`config.mk`:
```
export PLATFORM = sky130hd
export DESIGN_NAME = asp_top
export DESIGN_NICKNAME = d
export VERILOG_FILES = /design/src/verilog/asp_top.v
export VERILOG_INCLUDE_DIRS = /design/src /design/src/include
export SDC_FILE = /design/constraint.sdc
export NUM_CORES = 2
export LEC_CHECK = 0
export BUFFER_PORTS_ARGS = -buffer_cell sky130_fd_sc_hd__buf_4
export CORE_MARGIN = 3
export CORE_UTILIZATION = 30
export CTS_CLUSTER_DIAMETER = 30
export CTS_CLUSTER_SIZE = 30
export DETAILED_ROUTE_END_ITERATION = 10
export GPL_ROUTABILITY_DRIVEN = 0
export HOLD_SLACK_MARGIN = 0.1
export SLEW_MARGIN = 25
export SYNTH_ARGS = -nofsm -noshare
export SYNTH_HDL_FRONTEND = slang
export SYNTH_SLANG_ARGS = --single-unit
```
`constraint.sdc`:
```
create_clock -name clk_sys -period 18 [get_ports clk_sys]
set_input_delay 0.9 -clock clk_sys [delete_from_list [all_inputs] [get_ports clk_sys]]
set_output_delay 0.9 -clock clk_sys [all_outputs]
set_load 0.01 [all_outputs]
```
`src/include/asp_defines.vh`:
```
`ifndef ASP_DEFINES_VH
`define ASP_DEFINES_VH

// Register addresses on the register access port
`define ASP_ADDR_IFCFGA 8'h00
`define ASP_ADDR_OFS0 8'h16
`define ASP_ADDR_OFS1 8'h17
`define ASP_ADDR_OFS2 8'h18
`define ASP_ADDR_GAIN_A 8'h1C
`define ASP_ADDR_GAIN_B 8'h1D
`define ASP_ADDR_MODES 8'h20
`define ASP_ADDR_AVG 8'h21
`define ASP_ADDR_TP0 8'h30
`define ASP_ADDR_TP1 8'h31
`define ASP_ADDR_TP2 8'h32
`define ASP_ADDR_TP3 8'h33
`define ASP_ADDR_DIAG 8'h34

// Field positions
`define ASP_SRST_A_BIT 7
`define ASP_SRST_B_BIT 0
`define ASP_DIAG_RSEEN_BIT 0
`define ASP_DIAG_OVF_BIT 1

// Reset values
`define ASP_GAIN_RST 16'h8000
`define ASP_OFS_RST 24'h000000
`define ASP_TP_RST 32'h5A5A0F0F
`define ASP_AVG_RST 5'h00
`define ASP_FMT_RST 3'h0

// Output format selector codes
`define ASP_FMT_D24 3'h0
`define ASP_FMT_D16CM 3'h1
`define ASP_FMT_D24CM 3'h2
`define ASP_FMT_AVG 3'h3
`define ASP_FMT_TEST 3'h4

// Averaging exponent limits and fixed-point scaling
`define ASP_AVG_MIN 5'h01
`define ASP_AVG_MAX 5'h10
`define ASP_AVG_FRAC 6

// Saturation limits of the 24-bit difference code
`define ASP_D24_MAX 24'h7FFFFF
`define ASP_D24_MIN 24'h800000

// Timing
`define ASP_CLK_MHZ 200
`define ASP_QUIET_US 750
// 750 us at 200 MHz, sized to the 18-bit quiet counter
`define ASP_QUIET_CYC 18'h249F0
`define ASP_RST_PW_NS 50
`define ASP_RST_PW_CYC ((`ASP_RST_PW_NS * `ASP_CLK_MHZ + 999) / 1000)

// Output buffer shape
`define ASP_FIFO_W 32
`define ASP_FIFO_D 8
`define ASP_FIFO_AW 3

`endif

```
`src/verilog/asp_top.v`:
```
`timescale 1ns/10ps
`include "asp_defines.vh"

////////////////////////////////////////////////////////////////////////////
// Output word buffer, flip-flop storage indexed by pointers
module asp_fifo #(
  parameter WIDTH = `ASP_FIFO_W,
  parameter DEPTH = `ASP_FIFO_D,
  parameter AW = `ASP_FIFO_AW
) (
  input wire clk_sys,
  input wire rst_n,
  input wire flush,
  input wire in_valid,
  output wire in_ready,
  input wire [WIDTH-1:0] in_data,
  output wire out_valid,
  input wire out_ready,
  output wire [WIDTH-1:0] out_data,
  output wire [AW:0] level
);
  reg [WIDTH-1:0] mem [0:DEPTH-1]; // Storage words
  reg [AW-1:0] wr_ptr; // Next slot to fill
  reg [AW-1:0] rd_ptr; // Oldest slot
  reg [AW:0] count; // Words held
  wire do_wr = in_valid && in_ready;
  wire do_rd = out_valid && out_ready;

  assign in_ready = (count != DEPTH[AW:0]);
  assign out_valid = (count != {(AW+1){1'b0}});
  assign out_data = mem[rd_ptr];
  assign level = count;

  // Data words carry no reset; only the pointers and the count need a defined state
  always @(posedge clk_sys) begin
    if (do_wr) begin
      mem[wr_ptr] <= in_data;
    end
  end

  // Pointer and fill count update
  always @(posedge clk_sys) begin
    if (!rst_n || flush) begin
      wr_ptr <= {AW{1'b0}};
      rd_ptr <= {AW{1'b0}};
      count <= {(AW+1){1'b0}};
    end else begin
      if (do_wr) begin
        wr_ptr <= (wr_ptr == DEPTH[AW-1:0] - 1'b1) ? {AW{1'b0}} :
                  wr_ptr + 1'b1;
      end
      if (do_rd) begin
        rd_ptr <= (rd_ptr == DEPTH[AW-1:0] - 1'b1) ? {AW{1'b0}} :
                  rd_ptr + 1'b1;
      end
      if (do_wr && !do_rd) begin
        count <= count + 1'b1;
      end else if (do_rd && !do_wr) begin
        count <= count - 1'b1;
      end
    end
  end
endmodule

////////////////////////////////////////////////////////////////////////////
// Sample post-processing and device reset logic
module asp_top #(
  parameter [17:0] QUIET_CYCLES = `ASP_QUIET_CYC
) (
  input wire clk_sys,
  input wire rst_n,
  input wire convert_strobe,
  input wire [23:0] sample_diff,
  input wire [7:0] sample_cm,
  input wire sample_clipped,
  input wire [7:0] reg_addr,
  input wire reg_wr,
  input wire reg_rd,
  input wire [7:0] reg_wdata,
  output reg [7:0] reg_rdata,
  output reg convert_ready,
  output reg quiet_busy,
  output reg out_valid,
  input wire out_ready,
  output reg [31:0] out_word
);
  ////////////////////////////////////////////////////////////////////////
  // Functions

  // True when a 27-bit value fits the 24-bit signed range
  function asp_fits24;
    input [26:0] v;
    begin
      asp_fits24 = (v[26:23] == 4'h0) || (v[26:23] == 4'hF);
    end
  endfunction

  // Clamp a 27-bit signed value to the 24-bit range
  function [23:0] asp_sat24;
    input [26:0] v;
    begin
      if (asp_fits24(v)) begin
        asp_sat24 = v[23:0];
      end else if (v[26]) begin
        asp_sat24 = `ASP_D24_MIN;
      end else begin
        asp_sat24 = `ASP_D24_MAX;
      end
    end
  endfunction

  // Last sample index of a block of 2^n
  function [15:0] asp_blk_last;
    input [4:0] n;
    reg [16:0] one_sh;
    begin
      one_sh = 17'h00001 << n;
      asp_blk_last = one_sh[15:0] - 16'h0001;
    end
  endfunction

  ////////////////////////////////////////////////////////////////////////
  // Configuration and status registers
  reg [23:0] ofs; // Signed offset
  reg [15:0] gain; // Unsigned gain, 0x8000 is unity
  reg [2:0] fmt; // output_format_select
  reg [4:0] average_exponent; // Block length exponent N
  reg [31:0] tpat; // Test pattern
  reg reset_seen_flag; // Sticky, write one to clear
  reg ovf_flag; // Sticky, a word was lost to a full buffer
  reg soft_pend; // One-cycle soft reset request
  reg [17:0] quiet_cnt; // Cycles left in the post-reset quiet period

  wire cfg_rst = !rst_n || soft_pend; // Clears configuration and datapath
  wire quiet = (quiet_cnt != 18'h00000);
  wire wr_ok = reg_wr && !quiet; // Writes are refused while quiet
  wire soft_reset_bit_a = reg_wdata[`ASP_SRST_A_BIT];
  wire soft_reset_bit_b = reg_wdata[`ASP_SRST_B_BIT];

  // Both soft reset bits must arrive in the same write
  wire soft_hit = wr_ok && (reg_addr == `ASP_ADDR_IFCFGA) &&
                  soft_reset_bit_a && soft_reset_bit_b;

  // Soft reset request; it acts on the cycle after the write
  always @(posedge clk_sys) begin
    if (!rst_n || soft_pend) begin
      soft_pend <= 1'b0;
    end else begin
      soft_pend <= soft_hit;
    end
  end

  // Quiet period after either reset blocks conversions and writes
  always @(posedge clk_sys) begin
    if (cfg_rst) begin
      quiet_cnt <= QUIET_CYCLES;
    end else if (quiet) begin
      quiet_cnt <= quiet_cnt - 18'h00001;
    end
  end

  // User configuration registers, defaults after any reset
  always @(posedge clk_sys) begin
    if (cfg_rst) begin
      ofs <= `ASP_OFS_RST;
      gain <= `ASP_GAIN_RST;
      fmt <= `ASP_FMT_RST;
      average_exponent <= `ASP_AVG_RST;
      tpat <= `ASP_TP_RST;
    end else if (wr_ok) begin
      case (reg_addr)
        `ASP_ADDR_OFS0: ofs[7:0] <= reg_wdata;
        `ASP_ADDR_OFS1: ofs[15:8] <= reg_wdata;
        `ASP_ADDR_OFS2: ofs[23:16] <= reg_wdata;
        `ASP_ADDR_GAIN_A: gain[7:0] <= reg_wdata;
        `ASP_ADDR_GAIN_B: gain[15:8] <= reg_wdata;
        `ASP_ADDR_MODES: fmt <= reg_wdata[2:0];
        `ASP_ADDR_AVG: average_exponent <= reg_wdata[4:0];
        `ASP_ADDR_TP0: tpat[7:0] <= reg_wdata;
        `ASP_ADDR_TP1: tpat[15:8] <= reg_wdata;
        `ASP_ADDR_TP2: tpat[23:16] <= reg_wdata;
        `ASP_ADDR_TP3: tpat[31:24] <= reg_wdata;
        default: begin
        end
      endcase
    end
  end

  // Diagnostic clear strobes; a set in the same cycle wins
  wire diag_wr = wr_ok && (reg_addr == `ASP_ADDR_DIAG);
  wire clr_rseen = diag_wr && reg_wdata[`ASP_DIAG_RSEEN_BIT];
  wire clr_ovf = diag_wr && reg_wdata[`ASP_DIAG_OVF_BIT];
  wire ovf_set; // Driven by the output stage below

  // Reset-seen flag: set by every reset, cleared only by writing one
  always @(posedge clk_sys) begin
    if (cfg_rst) begin
      reset_seen_flag <= 1'b1;
    end else if (clr_rseen) begin
      reset_seen_flag <= 1'b0;
    end
  end

  // Lost-word flag; soft reset leaves it, a hard reset or writing one clears it
  always @(posedge clk_sys) begin
    if (!rst_n) begin
      ovf_flag <= 1'b0;
    end else if (ovf_set) begin
      ovf_flag <= 1'b1;
    end else if (clr_ovf) begin
      ovf_flag <= 1'b0;
    end
  end

  // Register read data, one cycle after the read strobe
  always @(posedge clk_sys) begin
    if (!rst_n) begin
      reg_rdata <= 8'h00;
    end else if (reg_rd) begin
      case (reg_addr)
        `ASP_ADDR_OFS0: reg_rdata <= ofs[7:0];
        `ASP_ADDR_OFS1: reg_rdata <= ofs[15:8];
        `ASP_ADDR_OFS2: reg_rdata <= ofs[23:16];
        `ASP_ADDR_GAIN_A: reg_rdata <= gain[7:0];
        `ASP_ADDR_GAIN_B: reg_rdata <= gain[15:8];
        `ASP_ADDR_MODES: reg_rdata <= {5'h00, fmt};
        `ASP_ADDR_AVG: reg_rdata <= {3'h0, average_exponent};
        `ASP_ADDR_TP0: reg_rdata <= tpat[7:0];
        `ASP_ADDR_TP1: reg_rdata <= tpat[15:8];
        `ASP_ADDR_TP2: reg_rdata <= tpat[23:16];
        `ASP_ADDR_TP3: reg_rdata <= tpat[31:24];
        `ASP_ADDR_DIAG: reg_rdata <= {6'h00, ovf_flag, reset_seen_flag};
        default: reg_rdata <= 8'h00;
      endcase
    end
  end

  ////////////////////////////////////////////////////////////////////////
  // Stage 1: gain, offset, saturation
  // Gain goes first so the offset is in output codes, not input codes
  wire signed [23:0] s_in = sample_diff;
  wire signed [16:0] g_s = {1'b0, gain};
  wire signed [40:0] prod = s_in * g_s;
  wire [25:0] scaled = prod[40:15]; // Divide by 0x8000
  wire [26:0] with_ofs = {scaled[25], scaled} +
                         {{3{ofs[23]}}, ofs};
  wire take = convert_strobe && convert_ready && !quiet;

  reg p_valid; // Stage 1 result present
  reg [23:0] p_d24; // Processed difference code
  reg [7:0] p_cm; // Common-mode code, passed through
  reg p_or; // Sample saturated, analog or numeric

  // Stage 1 register
  always @(posedge clk_sys) begin
    if (cfg_rst) begin
      p_valid <= 1'b0;
      p_d24 <= 24'h000000;
      p_cm <= 8'h00;
      p_or <= 1'b0;
    end else begin
      p_valid <= take;
      if (take) begin
        p_d24 <= asp_sat24(with_ofs);
        p_cm <= sample_cm;
        p_or <= sample_clipped || !asp_fits24(with_ofs);
      end
    end
  end

  ////////////////////////////////////////////////////////////////////////
  // Stage 2: block averaging and word formatting
  wire avg_on = (fmt == `ASP_FMT_AVG) &&
                (average_exponent >= `ASP_AVG_MIN) &&
                (average_exponent <= `ASP_AVG_MAX);
  reg signed [39:0] acc; // Block sum
  reg [15:0] blk_cnt; // Samples taken in this block
  reg blk_or; // Any saturation earlier in this block

  wire blk_end = (blk_cnt == asp_blk_last(average_exponent));
  wire signed [39:0] total = acc + {{16{p_d24[23]}}, p_d24};
  wire signed [45:0] tot_fx = {total, {`ASP_AVG_FRAC{1'b0}}};
  // Scaling by 2^6 / 2^N keeps a constant input in the top 24 bits
  wire signed [45:0] avg_fx = tot_fx >>> average_exponent;
  wire [29:0] avg30 = avg_fx[29:0];

  // Accumulator, cleared at the end of every block
  always @(posedge clk_sys) begin
    if (cfg_rst || !avg_on) begin
      acc <= 40'sh0000000000;
      blk_cnt <= 16'h0000;
      blk_or <= 1'b0;
    end else if (p_valid) begin
      if (blk_end) begin
        acc <= 40'sh0000000000;
        blk_cnt <= 16'h0000;
        blk_or <= 1'b0;
      end else begin
        acc <= total;
        blk_cnt <= blk_cnt + 16'h0001;
        blk_or <= blk_or || p_or;
      end
    end
  end

  reg [31:0] word; // Formatted word, written whole into the buffer
  reg push; // Word ready for the buffer this cycle

  // Output format selection
  always @* begin
    word = {8'h00, p_d24};
    push = p_valid;
    case (fmt)
      `ASP_FMT_D16CM: word = {8'h00, p_d24[23:8], p_cm};
      `ASP_FMT_D24CM: word = {p_d24, p_cm};
      `ASP_FMT_AVG: begin
        if (avg_on) begin
          // Flags sit in the two lowest bits
          word = {avg30, blk_or || p_or, 1'b1};
          push = p_valid && blk_end;
        end
      end
      `ASP_FMT_TEST: word = tpat;
      default: word = {8'h00, p_d24};
    endcase
  end

  ////////////////////////////////////////////////////////////////////////
  // Output buffer and registered output stage
  wire f_in_ready;
  wire f_out_valid;
  wire [31:0] f_out_data;
  wire [3:0] f_level;
  wire load_out = !out_valid || out_ready;

  assign ovf_set = push && !f_in_ready;

  asp_fifo #(
    .WIDTH(`ASP_FIFO_W),
    .DEPTH(`ASP_FIFO_D),
    .AW(`ASP_FIFO_AW)
  ) u_fifo (
    .clk_sys(clk_sys),
    .rst_n(rst_n),
    .flush(soft_pend),
    .in_valid(push),
    .in_ready(f_in_ready),
    .in_data(word),
    .out_valid(f_out_valid),
    .out_ready(load_out),
    .out_data(f_out_data),
    .level(f_level)
  );

  // Output register; holds its word until the reader takes it
  always @(posedge clk_sys) begin
    if (cfg_rst) begin
      out_valid <= 1'b0;
      out_word <= 32'h00000000;
    end else if (load_out) begin
      out_valid <= f_out_valid;
      if (f_out_valid) begin
        out_word <= f_out_data;
      end
    end
  end

  // Conversion acceptance; three slots kept for words in flight,
  // so back-pressure stops new samples before any can be lost
  always @(posedge clk_sys) begin
    if (cfg_rst) begin
      convert_ready <= 1'b0;
      quiet_busy <= 1'b1;
    end else begin
      convert_ready <= !quiet && (f_level <= 4'h5);
      quiet_busy <= quiet;
    end
  end
endmodule

```
==> results.sh <==
export IMPL_grt_pass1_wl_um=184000
export IMPL_ant_nets=0
export IMPL_rr_endpoint="p_d24[9]"
export IMPL_fp_row_count=134
export IMPL_grt_util_all_layers_pct=16.3
export IMPL_maxCapViolCount=0
export IMPL_p_sw_uw=888
export IMPL_crit_path_top_delay_cell="dfxtp_1"
export IMPL_synth_cells=4318
export IMPL_reg2reg_depth=33
export IMPL_vias=31900
export IMPL_criticalPathCategory="reg -> reg"
export IMPL_hold_path_class="reg -> reg"
export IMPL_ys_warn_count=0
export IMPL_areaGrowthSynthToFinish_pct=14.7
export IMPL_antenna_found_initial=0
export IMPL_power_share_switching_pct=25.0
export IMPL_n_fill_cell=13400
export IMPL_cts_setup_buffers=0
export IMPL_wl_per_cell_um=18.6
export IMPL_synth_area_sq_um=40600
export IMPL_max_freq_mhz=96.0
export IMPL_power_per_cell_area_nw_per_um2=76.1
export IMPL_p_clk_share_pct=52.7
export IMPL_p_int_uw=2660
export IMPL_final_min_clock_period_ns=10.42
export IMPL_vias_per_cell=5.16
export IMPL_layout_worst_path_cycle_share_pct=57.9
export IMPL_path_clk_slew_ns=0.05
export IMPL_crit_arrival_ns=10.88
export IMPL_finalMaxSlewViolations=0
export IMPL_synth_top_cell_by_area="edfxtp_1"
export IMPL_synth_top_cells_by_count="nand2_1 (630), inv_1 (501), fa_1 (378)"
export IMPL_endpoint_kind="flop"
export IMPL_post_cts_resized=0
export IMPL_grt_overflow=0
export IMPL_grt_max_degree=80
export IMPL_cts_buffer_depth=3
export IMPL_finalSetupTns_ns=0
export IMPL_worst_slew_pin_slew_ns=1.07
export IMPL_synth_ff_type="edfxtp_1"
export IMPL_timing_hold_violations_final=0
export IMPL_startpoint_type="flop"
export IMPL_worstPathRequired_ns=18.46
export IMPL_startpoint="gain[5]"
export IMPL_io_pins=98
export IMPL_initial_utilization_pct=30.3
export IMPL_dp_cells=6000
export IMPL_ys_seq_area_share_pct=31.0
export IMPL_drive_above_1_share_pct=10.3
export IMPL_setup_viol=0
export IMPL_drt_pass1_iterations=9
export IMPL_port_buffers=97
export IMPL_fp_coreArea_sq_um=134000
export IMPL_cpPeakStageDelay_ns=0.95
export IMPL_die_height_um=374
export IMPL_nets=4938
export IMPL_yosysMostFrequentCell="nand2_1"
export IMPL_synth_edf_count=256
export IMPL_cts_tree="yes"
export IMPL_async_flop_share_pct=0
export IMPL_worstSkewPairLatency_ns=0.65
export IMPL_ff_latch_area_sq_um=12600
export IMPL_multi_input_area_sq_um=25300
export IMPL_netlist_area_leader_share_pct=18.9
export IMPL_seqPwrFrac_pct=35.7
export IMPL_yosysUniqueCellTypes=83
export IMPL_grt_setup_unrepaired="no"
export IMPL_critPathMaxFanout=26
export IMPL_hold_buffers=0
export IMPL_hp_start="p_cm[1]"
export IMPL_slew_headroom_pct=28.7
export IMPL_reg2reg_from="gain[5]"
export IMPL_instances_no_fill=6176
export IMPL_cts_sinks=501
export IMPL_cts_max_level=3
export IMPL_antenna_cells=0
export IMPL_synthTopCellsByArea="edfxtp_1 (19%), fa_1 (19%), dfxtp_1 (12%)"
export IMPL_vdd_ir_drop_worst_mv=0.132
export IMPL_first_global_vias=32000
export IMPL_holdPathEnd="p_cm[1]"
export IMPL_finClkSkew_ns=0.0301
export IMPL_drt_iter0_markers=2686
export IMPL_postRouteWirelength_um=115000
export IMPL_p_leak_uw=0.0183
export IMPL_critPathMostFrequentCell="fa_1"
export IMPL_whs_path_depth=2
export IMPL_root_buffer="clkbuf_16"
export IMPL_die_w_um=374
export IMPL_outcome="finished clean"
export IMPL_ys_ff_latch=501
export IMPL_syn_num_nets=4928
export IMPL_dieArea_sq_um=140000
export IMPL_syn_avg_cell_area_sq_um=9.41
export IMPL_drc=0
export IMPL_pwr_share_comb_pct=11.6
export IMPL_cts_made_buffers=93
export IMPL_rrSetupSlack_ns=7.58
export IMPL_dp_hpwl_um=84400
worst max path at each step:
stage,endpoint,slack (ns)
final,p_d24[9],7.58
after detailed placement,p_d24[8],7.43
after global placement,p_d24[2],7.54
after global routing,p_d24[9],6.75
after floorplan,p_d24[10],8.63
after CTS,p_d24[9],7.59
flip-flops by register name, summed over array words and instances, names as in the netlist, 18 cells and up:
signal	flops
tpat	32
acc	40
out_word	32
p_d24	24
quiet_cnt	18
ofs	24
u_fifo.mem	256
power groups by stage:
stage / clock network, uW / logic, uW / registers (uW)
floorplan: 0 / 277 / 1290
global placement: 0 / 412 / 1290
detailed placement: 0 / 417 / 1290
CTS: 1900 / 419 / 1270
global route: 1950 / 455 / 1270
finish: 1870 / 412 / 1270
critical path, delay by kind of cell, from the launching register on:
kind | cells | cell delay, ns
AOI/OAI and AO/OA | 15 | 4.04
xor gates and xnor gates | 2 | 0.32
adders and majority gates | 8 | 3.53
buffers and inverters | 4 | 0.24
DFF | 1 | 0.95
and+or+nand+nor | 4 | 1.16
final cells by class:
cell class / instances / area share (%)
inverter: 504 / 4.06
multi-input combinational: 3075 / 54.3
tap: 1768 / 4.75
clock inverter: 66 / 1.95
sequential: 501 / 27.0
timing repair buffer: 153 / 2.52
clock buffer: 109 / 5.39
per-layer routing:
metal / up-vias / global-route usage (%) / wire, um
li1: 14800 / - / -
met1: 15800 / 22.0 / 50400
met2: 1087 / 27.2 / 54200
met3: 193 / 1.81 / 6790
met4: 0 / 5.49 / 3490
met5: - / 0 / 0
layout by cell type (no fill, tap or decap), drive strengths merged, types with 10 or more instances in the layout:
cell type	n
nor2	263
a22oi	24
clkinv	28
o21a	32
nand2	630
nor3	50
o22a	12
nand3	130
inv	513
nor2b	29
a31oi	15
mux2	14
mux2i	84
o211ai	24
nand2b	18
mux4	75
fa	378
a21oi	295
o21ai	141
edfxtp	256
nand4	27
clkinvlp	12
a211o	10
a221oi	18
a211oi	61
nor4	16
o22ai	31
xor2	39
ha	177
a21o	41
o31ai	16
bufinv	17
clkbuf	110
and3	19
or3	14
o221ai	12
dfxtp	245
xnor2	88
buf	152
and2	168
per-stage QoR:
step                power [uW]  setup WS, ns  util [%]  hold WS (ns)  instance area [sq um]
detailed placement        1710          7.43      32.2         0.447                  43200
global placement          1700          7.54      32.2         0.440                  43100
global route              3680          6.75      34.8         0.469                  46600
CTS                       3580          7.59      34.8         0.452                  46600
finish                    3550          7.58      34.8         0.450                  46600
floorplan                 1570          8.63         -         0.427                  40600
kinds of logic (layout without fill, tap and decap cells):
family	count (synthesis)	count (layout)	share of synthesized area, %
and+or+nand+nor	1398	1398	15.6
adders and majority gates	555	555	24.1
muxes	173	173	6.63
DFF	501	501	31.0
buffers and inverters	742	832	6.99
AOI/OAI and AO/OA	822	822	13.0
xor gates and xnor gates	127	127	2.74
Note: power is estimated with default switching activity, not from simulation.
